File: src/rtl/sgp_params.svh
// constants for the segment and input port block
`ifndef SGP_PARAMS_SVH
`define SGP_PARAMS_SVH

// ==========================================================================
// register offsets
`define SGP_P4_DATA_OFS     16'hFFC8
`define SGP_P4_DIR_OFS      16'hFFCA
`define SGP_P4_OD_OFS       16'hF1CA
`define SGP_P5_DATA_OFS     16'hFF80
`define SGP_CFG_HIGH_OFS    16'hFF82

// ==========================================================================
// reset values
`define SGP_P4_DATA_RST     8'h00
`define SGP_P4_DIR_RST      8'h00
`define SGP_P4_OD_RST       2'h0
`define SGP_CFG_HIGH_RST    8'h00
`define SGP_SEG_ADDR_RST    8'h00
`define SGP_RDATA_RST       16'h0000

// ==========================================================================
// field positions
`define SGP_OD_LO_BIT       6
`define SGP_OD_HI_BIT       7
`define SGP_CFG_HIGH_LO     8
`define SGP_CFG_HIGH_HI     15
`define SGP_SEGSEL_LO       3
`define SGP_SEGSEL_HI       4

// ==========================================================================
// line assignments of the upper port lines
`define SGP_LINE_RX2        4
`define SGP_LINE_RX1        5
`define SGP_LINE_TX1        6
`define SGP_LINE_TX2        7

// ==========================================================================
// segment line masks per select code
`define SGP_MASK_NONE       8'h00
`define SGP_MASK_TWO        8'h03
`define SGP_MASK_FOUR       8'h0F
`define SGP_MASK_EIGHT      8'hFF

`endif

File: src/rtl/sgp_pkg.sv
// types shared by the segment and input port block
package sgp_pkg;

  // ========================================================================
  // segment line select codes
  typedef enum logic [1:0] {
    SGP_SEG_NONE  = 2'b01,
    SGP_SEG_TWO   = 2'b11,
    SGP_SEG_FOUR  = 2'b00,
    SGP_SEG_EIGHT = 2'b10
  } sgp_seg_e;

  typedef logic [7:0]  sgp_byte_t;
  typedef logic [15:0] sgp_word_t;

  // ========================================================================
  // sampled pin levels
  typedef struct packed {
    sgp_byte_t p4;
    sgp_word_t p5;
  } sgp_pins_s;

endpackage : sgp_pkg

File: src/rtl/sgp_latch_if.sv
// interface between the port block and its input latch
`timescale 1ns/10ps
`default_nettype none

interface sgp_latch_if;
  import sgp_pkg::*;

  sgp_pins_s raw;
  sgp_pins_s held;

  modport core
  (
    output raw,
    input  held
  );

  modport latch
  (
    input  raw,
    output held
  );

endinterface : sgp_latch_if

`default_nettype wire

File: src/rtl/sgp_in_latch.sv
// clocked input latch for both ports
`timescale 1ns/10ps
`default_nettype none

module sgp_in_latch
(
  input  wire logic clk,
  input  wire logic rst_b,
  sgp_latch_if.latch lif
);
  import sgp_pkg::*;

  typedef struct packed {
    sgp_pins_s held;
  } sgp_latch_s;

  sgp_latch_s st;
  sgp_latch_s next_st;

  // ========================================================================
  // sample every rising clock edge
  always_comb
  begin
    next_st      = st;
    next_st.held = lif.raw;
  end

  always_ff @(posedge clk or negedge rst_b)
  begin
    if (!rst_b)
    begin
      st <= '0;
    end
    else
    begin
      st <= next_st;
    end
  end

  assign lif.held = st.held;

endmodule : sgp_in_latch

`default_nettype wire

File: src/rtl/sgp_top.sv
// segment-capable 8-bit port and 16-bit input-only port
//
// The strobed register port was left to the implementer.
`timescale 1ns/10ps
`default_nettype none
`include "sgp_params.svh"

module sgp_top
(
  input  wire logic             clk,
  input  wire logic             rst_b,
  // register port
  input  wire logic [15:0]      reg_addr,
  input  wire sgp_pkg::sgp_word_t reg_wdata,
  input  wire logic             reg_wr,
  input  wire logic             reg_rd,
  output logic [15:0]           reg_rdata,
  // 8-bit port pins
  input  wire sgp_pkg::sgp_byte_t port4_pin_in,
  output logic [7:0]            port4_pin_out,
  output logic [7:0]            port4_pin_oe_b,
  // configuration bus sampled at reset release
  input  wire logic [15:0]      reset_config_bus_pins,
  // external bus segment address
  input  wire logic             ext_seg_cycle,
  input  wire logic [7:0]       ext_seg_addr,
  // serial bus controllers
  input  wire logic             first_bus_ctrl_en,
  input  wire logic             second_bus_ctrl_en,
  input  wire logic             first_bus_ctrl_transmit,
  input  wire logic             second_bus_ctrl_transmit,
  output logic                  first_bus_ctrl_receive,
  output logic                  second_bus_ctrl_receive,
  // input-only port
  input  wire sgp_pkg::sgp_word_t input_only_port_pins,
  output logic [15:0]           analog_channel_inputs,
  output logic                  timer_six_dir_input,
  output logic                  timer_five_dir_input,
  output logic                  timer_six_count_input,
  output logic                  timer_five_count_input,
  output logic                  timer_four_dir_input,
  output logic                  timer_two_dir_input,
  output logic [1:0]            segment_line_select
);
  import sgp_pkg::*;

  // ========================================================================
  // state
  typedef struct packed {
    sgp_byte_t data;
    sgp_byte_t dir;
    logic [1:0] od;
    sgp_byte_t cfg_high;
    logic      cfg_pending;
    sgp_byte_t seg_addr;
    sgp_word_t rdata;
    sgp_byte_t pin_out;
    sgp_byte_t pin_oe_b;
  } sgp_state_s;

  sgp_state_s st;
  sgp_state_s next_st;

  sgp_latch_if lif ();

  // ========================================================================
  // input latch
  assign lif.raw = '{p4: port4_pin_in, p5: input_only_port_pins};

  sgp_in_latch u_latch
  (
    .clk   (clk),
    .rst_b (rst_b),
    .lif   (lif)
  );

  // ========================================================================
  // helpers
  function automatic sgp_byte_t seg_mask(input logic [1:0] sel);
    sgp_seg_e code;
    code = sgp_seg_e'(sel);
    unique case (code)
      SGP_SEG_NONE:  seg_mask = `SGP_MASK_NONE;
      SGP_SEG_TWO:   seg_mask = `SGP_MASK_TWO;
      SGP_SEG_FOUR:  seg_mask = `SGP_MASK_FOUR;
      SGP_SEG_EIGHT: seg_mask = `SGP_MASK_EIGHT;
    endcase
  endfunction : seg_mask

  function automatic sgp_byte_t od_full(input logic [1:0] od);
    od_full = {od, 6'h00};
  endfunction : od_full

  function automatic logic hit(input logic [15:0] a, input logic [15:0] o);
    hit = (a == o);
  endfunction : hit

  // ========================================================================
  // address decode shared by writes and reads
  logic sel_data;
  logic sel_dir;
  logic sel_od;
  logic sel_in;
  logic sel_cfg;

  always_comb
  begin
    sel_data = hit(reg_addr, `SGP_P4_DATA_OFS);
    sel_dir  = hit(reg_addr, `SGP_P4_DIR_OFS);
    sel_od   = hit(reg_addr, `SGP_P4_OD_OFS);
    sel_in   = hit(reg_addr, `SGP_P5_DATA_OFS);
    sel_cfg  = hit(reg_addr, `SGP_CFG_HIGH_OFS);
  end

  // ========================================================================
  // line roles
  typedef enum logic [1:0] {
    SGP_ROLE_GPIO = 2'b00,
    SGP_ROLE_SEG  = 2'b01,
    SGP_ROLE_TX   = 2'b10
  } sgp_role_e;

  // ========================================================================
  // pin drive and registers
  logic [1:0] cur_sel;
  sgp_byte_t  mask;
  sgp_byte_t  od8;
  sgp_byte_t  tx_use;
  sgp_byte_t  tx_val;
  sgp_byte_t  val;
  sgp_byte_t  drive;
  sgp_byte_t  od_act;
  sgp_role_e  role [8];

  // until the strap capture the select holds its reset code, which
  // already routes four segment lines, lines 0 to 3, so fetches on up to four lines work at once
  assign cur_sel = st.cfg_high[`SGP_SEGSEL_HI:`SGP_SEGSEL_LO];
  assign mask    = seg_mask(cur_sel);
  assign od8     = od_full(st.od);

  // controllers only where no segment line sits; eight segment lines
  // with controllers enabled is a system error and segment wins
  always_comb
  begin
    tx_use = 8'h00;
    tx_val = 8'h00;
    if (first_bus_ctrl_en && !mask[`SGP_LINE_TX1])
    begin
      tx_use[`SGP_LINE_TX1] = 1'b1;
      tx_val[`SGP_LINE_TX1] = first_bus_ctrl_transmit;
    end
    if (second_bus_ctrl_en && !mask[`SGP_LINE_TX2])
    begin
      tx_use[`SGP_LINE_TX2] = 1'b1;
      tx_val[`SGP_LINE_TX2] = second_bus_ctrl_transmit;
    end
  end

  // segment beats controller beats plain port use
  always_comb
  begin
    for (int i = 0; i < 8; i++)
    begin
      if (mask[i])
      begin
        role[i] = SGP_ROLE_SEG;
      end
      else if (tx_use[i])
      begin
        role[i] = SGP_ROLE_TX;
      end
      else
      begin
        role[i] = SGP_ROLE_GPIO;
      end
    end
  end

  always_comb
  begin
    val    = 8'h00;
    drive  = 8'h00;
    od_act = 8'h00;
    for (int i = 0; i < 8; i++)
    begin
      unique case (role[i])
        SGP_ROLE_SEG:
        begin
          val[i]   = st.seg_addr[i];
          drive[i] = 1'b1;
        end
        SGP_ROLE_TX:
        begin
          val[i]   = tx_val[i];
          drive[i] = 1'b1;
        end
        SGP_ROLE_GPIO:
        begin
          val[i]   = st.data[i];
          drive[i] = st.dir[i];
        end
      endcase
      od_act[i] = od8[i] & ~mask[i];
    end
  end

  always_comb
  begin
    next_st       = st;
    next_st.rdata = `SGP_RDATA_RST;

    // strap capture on the first edge after reset release
    if (st.cfg_pending)
    begin
      next_st.cfg_high =
        reset_config_bus_pins[`SGP_CFG_HIGH_HI:`SGP_CFG_HIGH_LO];
      next_st.cfg_pending = 1'b0;
    end

    // segment address follows the external bus during segmented cycles
    if (ext_seg_cycle)
    begin
      next_st.seg_addr = ext_seg_addr;
    end

    // register writes
    if (reg_wr)
    begin
      if (sel_data)
      begin
        next_st.data = reg_wdata[7:0];
      end
      else if (sel_dir)
      begin
        next_st.dir = reg_wdata[7:0];
      end
      else if (sel_od)
      begin
        next_st.od = reg_wdata[`SGP_OD_HI_BIT:`SGP_OD_LO_BIT];
      end
      else
      begin
        // input-only port and config register ignore writes
        next_st.od = st.od;
      end
    end

    // register reads, data stand one cycle only
    if (reg_rd)
    begin
      if (sel_data)
      begin
        next_st.rdata = {8'h00, lif.held.p4};
      end
      else if (sel_dir)
      begin
        next_st.rdata = {8'h00, st.dir};
      end
      else if (sel_od)
      begin
        next_st.rdata = {8'h00, od8};
      end
      else if (sel_in)
      begin
        next_st.rdata = lif.held.p5;
      end
      else if (sel_cfg)
      begin
        next_st.rdata = {8'h00, st.cfg_high};
      end
      else
      begin
        next_st.rdata = `SGP_RDATA_RST;
      end
    end

    // pins from flops; open drain releases instead of driving high
    next_st.pin_out  = val;
    next_st.pin_oe_b = ~(drive & ~(od_act & val));
  end

  // ========================================================================
  // state register
  always_ff @(posedge clk or negedge rst_b)
  begin
    if (!rst_b)
    begin
      st.data        <= `SGP_P4_DATA_RST;
      st.dir         <= `SGP_P4_DIR_RST;
      st.od          <= `SGP_P4_OD_RST;
      st.cfg_high    <= `SGP_CFG_HIGH_RST;
      st.cfg_pending <= 1'b1;
      st.seg_addr    <= `SGP_SEG_ADDR_RST;
      st.rdata       <= `SGP_RDATA_RST;
      st.pin_out     <= 8'h00;
      st.pin_oe_b    <= 8'hFF;
    end
    else
    begin
      st <= next_st;
    end
  end

  // ========================================================================
  // outputs
  assign reg_rdata      = st.rdata;
  assign port4_pin_out  = st.pin_out;
  assign port4_pin_oe_b = st.pin_oe_b;
  assign segment_line_select = cur_sel;

  // receive paths read the input latch, always available
  assign first_bus_ctrl_receive  = lif.held.p4[`SGP_LINE_RX1];
  assign second_bus_ctrl_receive = lif.held.p4[`SGP_LINE_RX2];

  // analog channels bypass the latch: no sampling delay on the signal
  assign analog_channel_inputs = input_only_port_pins;

  assign timer_six_dir_input    = lif.held.p5[10];
  assign timer_five_dir_input   = lif.held.p5[11];
  assign timer_six_count_input  = lif.held.p5[12];
  assign timer_five_count_input = lif.held.p5[13];
  assign timer_four_dir_input   = lif.held.p5[14];
  assign timer_two_dir_input    = lif.held.p5[15];

endmodule : sgp_top

`default_nettype wire

File: config.mk
export PLATFORM = sky130hd
export DESIGN_NAME = sgp_top
export DESIGN_NICKNAME = d
export VERILOG_FILES = /design/src/rtl/sgp_pkg.sv /design/src/rtl/sgp_latch_if.sv /design/src/rtl/sgp_in_latch.sv /design/src/rtl/sgp_top.sv
export VERILOG_INCLUDE_DIRS = /design/src /design/src/rtl
export SDC_FILE = /design/constraint.sdc
export NUM_CORES = 1
export LEC_CHECK = 0
export ABC_CLOCK_PERIOD_IN_PS = 1400
export BUFFER_PORTS_ARGS = -buffer_cell sky130_fd_sc_hd__buf_2
export CAP_MARGIN = 20
export CELL_PAD_IN_SITES_DETAIL_PLACEMENT = 2
export CELL_PAD_IN_SITES_GLOBAL_PLACEMENT = 2
export CORE_MARGIN = 2
export CORE_UTILIZATION = 28
export DETAILED_ROUTE_END_ITERATION = 8
export PLACE_DENSITY = 0.75
export REMOVE_ABC_BUFFERS = 1
export SETUP_SLACK_MARGIN = 0.4
export SYNTH_ARGS = -nofsm -noshare
export SYNTH_HDL_FRONTEND = slang
export SYNTH_SLANG_ARGS = --single-unit
File: constraint.sdc
create_clock -name clk -period 1.4 [get_ports clk]
set_clock_uncertainty 0.15 [all_clocks]
set_input_delay 0.35 -clock clk [delete_from_list [all_inputs] [get_ports clk]]
set_output_delay 0.35 -clock clk [all_outputs]
set_load 0.02 [all_outputs]
---- After elaboration in Yosys (flattened, before gate mapping) ----
Index checks and enable logic that the tools add are counted.
cells by class
  bitwise gates (word level) .............. 10
  mux-type cells .......................... 37
  reductions and logical operators ........ 24
  equality and inequality tests ........... 24
operator list
  kind                  number
  $eq 16x16->1 const B  5
  $mux 16               5
  $pmux 8 s4            1
  $pmux 1 s3            8
  $logic_not 2->1       9
  $and 8x8->8           2
  $not 8->8             2
  $pmux 1 s2            8
  $reduce_or 2->1       8
  $eq 1x2->1 const B    5
  $eq 2x1->1 const B    5
  $eq 2x2->1 const B    5
  $mux 1                10
  $mux 2                4
  $mux 8                1
  $eq 1x1->1 const B    4
  $not 1->1             4
  $reduce_and 4->1      1
  $reduce_and 3->1      1
  $and 1x1->1           2
  $logic_and 1x1->1     2
  $logic_not 1->1       2
  $reduce_and 2->1      1
storage, ports and cells
  word-level logic and storage cells ...... 106
  output and inout port bits .............. 58
  register bits after elaboration ......... 91

---- Longest topological paths before layout ----
  depth after elaboration ................. 13
  depth in mapped cells ................... 5

---- Modules after synthesis ----
Synthesis repeated with hierarchy kept, for this count alone.
unflattened totals
  cell total of the unflattened synthesis .. 289
  area, all modules ....................... 3821.2 µm²
by module, submodules not included
  module        instances  cells an instance  seq. area each (µm²)  area an instance (µm²)
  sgp_top       1          265                1687.9                3220.6
  sgp_in_latch  1          24                 600.6                 600.6

---- Worst setup path before layout ----
OpenSTA, ideal clock, no wires.
  path type ............................... input port to flip-flop
  start ................................... in reg_addr[0]
  end ..................................... reg st[51] (netlist name)
  path buffers ............................ 1
  cell stages on the path ................. 5
  slack ................................... -0.353 ns
  data required time ...................... 1.125 ns
  arrival ................................. 1.479 ns
  cell sequence ........................... nor4_4 > nand4_1 > buf_4 > nor2_8 > mux2_2
between the ends
  longest elaborated chain between the ends .. 3
  elaborated cells on any way between the ends .. 4
  those cells by class .................... eq/ne: 2; bitwise: 1; reduce/logical: 1
ends and longest elaborated chain
  item                            line            text
  start, declared                 sgp_top.sv:13   input wire logic [15:0] reg_addr,
  $eq 16x16->1                    sgp_top.sv:95   hit = (a == o);
  $not 1->1 (no line)             -
  $reduce_and 3->1 (no line) (*)  -
  end signal, assigned            sgp_top.sv:300  st <= next_st;
  end, declared                   sgp_top.sv:61   sgp_state_s st;
Mark *: on every way between the ends. The rest lies on a longest branch, timed or not.
A chain may end at the register's enable or synchronous reset.

==> results.env <==
RUN_STATUS='complete, but fails checks'
FAILED_CHECKS='negative hold slack, negative setup slack'
CELL_INTERNAL_PWR_mW=5.02
POWER.LEAKAGE_nW=2.96
YOSYS_WARNINGS=0
POWER.SHARE.SWITCHING=0.238
SYNTH_LARGEST_TYPE_AREA_FRACTION=0.544
CRITICAL_PATH.SLOWEST_CELL='nor4_4'
TOTAL_WIRE_LENGTH_MM=13.0
TOTAL_OVERFLOW_REPORTED_BY_THE_GLOBAL_ROUTER=0
TRACK_USAGE=0.177
TIMING_MAX_TRANSITION_VIOLATIONS_FINAL=0
TIMING.HOLD.WS_NS=-0.182
NUMBER_OF_GLOBAL_ROUTE_VIAS_BEFORE_REPAIR=3252
ENDPOINT_KIND='flop'
BUFFER_PORTS.INSERTED=130
WORSTSKEWPAIRLATENCY_NS=0.35
FILLERINSTANCES=1268
TIMING.MAX_CAP.VIOLATIONS=0
FINAL_HOLD_VIO_COUNT=82
FINALWORSTSETUPSLACK_NS=-0.216
POWER_FRAC_CLOCK=0.406
CP.REQUIRED_NS=1.53
GP_CONGESTION=0.796
SYNTH_COMMONEST_CELLS='dfrtp_1 (82), buf_4 (51), mux2_2 (38), nand2_1 (11)'
CLOCK.FMAX_GHz=0.619
CLKTRANSATPATHREGS_NS=0.07
GRT_PASS1_WL_MM=18.8
SYNTHTOLAYOUTAREAGROWTH_PCT=63.3
IRDROPWORSTVDD_V=0.000760
CTS_HOLD_REPAIR.BUFFERS=12
YOSYS_MOST_USED_DFF='dfrtp_1'
SETUP_TOTAL_NEGATIVE_SLACK_NS=-6.38
FLOORPLAN.IO_PINS=147
DIE_HEIGHT_UM=120
DRIVE_GT1_FRAC=0.682
FINALSETUPVIOLATIONS=44
CRITICAL_PATH.N_BUFFERS_INVERTERS=3
ASYNCSETRESETFLOPFRACSYNTH=1.00
WORST_PATH_DOMINANT_CELL_FAMILY='buffers and inverters'
ROUTE.DETAILED.DRC=0
DIE-WIDTH_UM=120
SYN-INSTANCE-COUNT=281
ANT_NETS=0
FINALCRITICALPERIOD_NS=1.62
SYN-CELL-AREA_MM2=0.00377
CTS-HTREE-LEVELS=3
CTS_TREE='built'
YOSYSMOSTFREQUENTCELL='dfrtp_1'
CTS-ROOT-BUF='clkbuf_16'
FIN_CRIT_SH=1.15
FP.DIEAREA_MM2=0.0144
SYNTH-EDFF-COUNT=0
FINISH.NET_COUNT=528
SYNTH_LARGEST_AREA_CELL='dfrtp_1'
P_SWITCHING_mW=1.57
ANTENNADIODECOUNT=0
TIMING_WORST_SETUP_PATH_TYPE='in2reg'
RR_WORST_DEPTH=5
INITIAL_CORE_UTILIZATION=0.286
CLOCKBUFFERDEPTH=2
FIN_UTIL=0.467
CP_CELL_SEQUENCE='buf_6, nor4_4, buf_4, nand4_4, buf_12, o32ai_2, o21a_1'
VIA_PER_INST=4.48
SYNTH_SEQUENTIAL_AREA_RATIO=0.607
ROWS=42
CLKSINKCOUNT=91
DP_HPWL_MM=7.45
YS_TOP_CELLS_BY_AREA='dfrtp_1 (54%), mux2_2 (11%), buf_4 (10%)'
YS_TYPES=33
SYNTH_SEQ_CELLS=91
FIN_AREA_MM2=0.00615
LARGEST_STAGE_DELAY_WORST_PATH_NS=0.33
P_PER_AREA_mW_PER_MM2=1070
SHARE_COMB_OF_TOTAL_POWER=0.161
VIA_COUNT=2775
DRT-PASS1-ITER-COUNT=4
CLASS_OF_THE_MOST_CRITICAL_HOLD_TIMING_PATH='in2async'
CRIT_CELLS=7
RSZ0062_AT_GRT='yes'
SEQ_POWER_SHARE=0.433
PIN_COUNT_OF_THE_BIGGEST_NET_ENTERING_GLOBAL_ROUTING=55
DRT-INITIAL-DRC-COUNT=78
CRITPATHLAUNCHTYPE='input pin'
POST_DP_CELL_AREA_MM2=0.00441
TIMING.CRITICAL_PATH.FANOUT_MAX=5
ANTENNA_FOUND_INITIAL=2
WORST-ENDPOINT-ARRIVAL_NS=1.75
AREA_OF_THE_PLACEABLE_CORE_MM2=0.0132
DETAIL_ROUTE.WL_PER_CELL_UM=21.0
SYN-MEAN-INSTANCE-AREA_UM2=13.4
CTS-BUFFERS-INSERTED=9
FIN_TOTAL_PWR_mW=6.59
==> per-layer routing <==
metal,global-route usage,part of all wire,up-vias
met1,0.193,0.36,1423
li1,-,-,1231
met4,0.0375,0.019,2
met5,0,0.0012,-
met3,0.0518,0.058,19
met2,0.335,0.56,100
==> logic make-up (layout without fill, tap and decap cells) <==
family,Yosys count,in the layout,synth area share
compound gates,29,29,0.0524
buf+inv,58,221,0.109
flops,91,91,0.607
mux,48,48,0.140
other cells,1,1,0.000995
simple gates,54,54,0.0903
==> metrics by stage <==
stage | instances | worst slack (ns)
2_1_floorplan | 224 | -0.594
3_5_place_dp | 550 | -0.546
5_1_grt | 620 | -0.257
4_1_cts | 602 | -0.130
6_report | 620 | -0.216
3_3_place_gp | 550 | -0.527
==> final cells by class <==
| cell class | count | area [um^2] | share of cell area |
|---|---|---|---|
| flip-flops and latches | 91 | 2290 | 0.372 |
| clock buffers | 12 | 256 | 0.0417 |
| clock inverters | 4 | 73.8 | 0.0120 |
| well taps | 176 | 220 | 0.0358 |
| inverters | 1 | 3.75 | 0.000610 |
| multi-input cells | 132 | 1460 | 0.237 |
| repair buffers | 204 | 1850 | 0.301 |
==> cell usage in the layout, fill, tap and decap left out, types with 2 or more instances in the layout <==
master          n
buf_6          83
dfrtp_1        82
buf_4          50
buf_2          50
mux2_4         23
mux2_2         15
mux2i_1        10
dlygate4sd3_1  10
nor2_4          9
clkbuf_16       9
dfstp_2         9
nand2_1         8
and2_4          8
o21a_1          8
o21ai_0         6
buf_8           6
o32ai_2         5
buf_12          5
nor2b_4         4
nand2_4         2
o21ai_2         2
a21oi_1         2
a31oi_1         2
and4_1          2
nor4_4          2
nand4_1         2
nor2b_1         2
a211oi_4        2
bufinv_16       2
clkbuf_8        2
==> sequential cells by signal, indices dropped and copies added, names as in the netlist <==
| signal | cells |
|---|---|
| port4_pin_out | 8 |
| st | 31 |
| od8 | 2 |
| reg_rdata | 16 |
| segment_line_select | 2 |
| u_latch.lif.held | 24 |
| port4_pin_oe_b | 8 |
==> final timing paths <==
path                                               startpoint                       endpoint  slack (ns)
max in group asynchronous                               rst_b    port4_pin_oe_b[0]$_DFF_PN1_        0.94
min reg2reg                    u_latch.lif.held[16]$_DFF_PN0_         reg_rdata[0]$_DFF_PN0_        0.32
max reg2reg                segment_line_select[1]$_DFFE_PN0P_         reg_rdata[4]$_DFF_PN0_       -0.05
min in group clk                      input_only_port_pins[6]  u_latch.lif.held[6]$_DFF_PN0_        0.05
min                                                     rst_b        reg_rdata[14]$_DFF_PN0_       -0.18
max                                               reg_addr[4]         reg_rdata[4]$_DFF_PN0_       -0.22
==> worst register-to-register path, cell delays in order (launching register included) <==
cell and delay, ns:
dfrtp_1 0.40, buf_6 0.14, buf_6 0.12, mux2i_1 0.26, o32ai_2 0.13, o21a_1 0.14
==> power groups by stage <==
stage,registers [mW],logic [mW],clock network [mW]
after floorplan,2.96,0.140,0
after global placement,2.88,0.621,0
after CTS,2.85,0.962,2.75
after detailed placement,2.88,0.645,0
after global routing,2.87,1.13,2.85
final,2.85,1.06,2.68
==> timing repair <==
item | 4_1_cts | 5_1_grt
endpoints found under the setup margin | 115 | 116
buffers inserted | 24 | 18
hold endpoints to repair | 94 | 82
resized for setup | 214 | 37
pin swaps | 16 | 15
No activity file was read; power rests on OpenSTA's default activity.
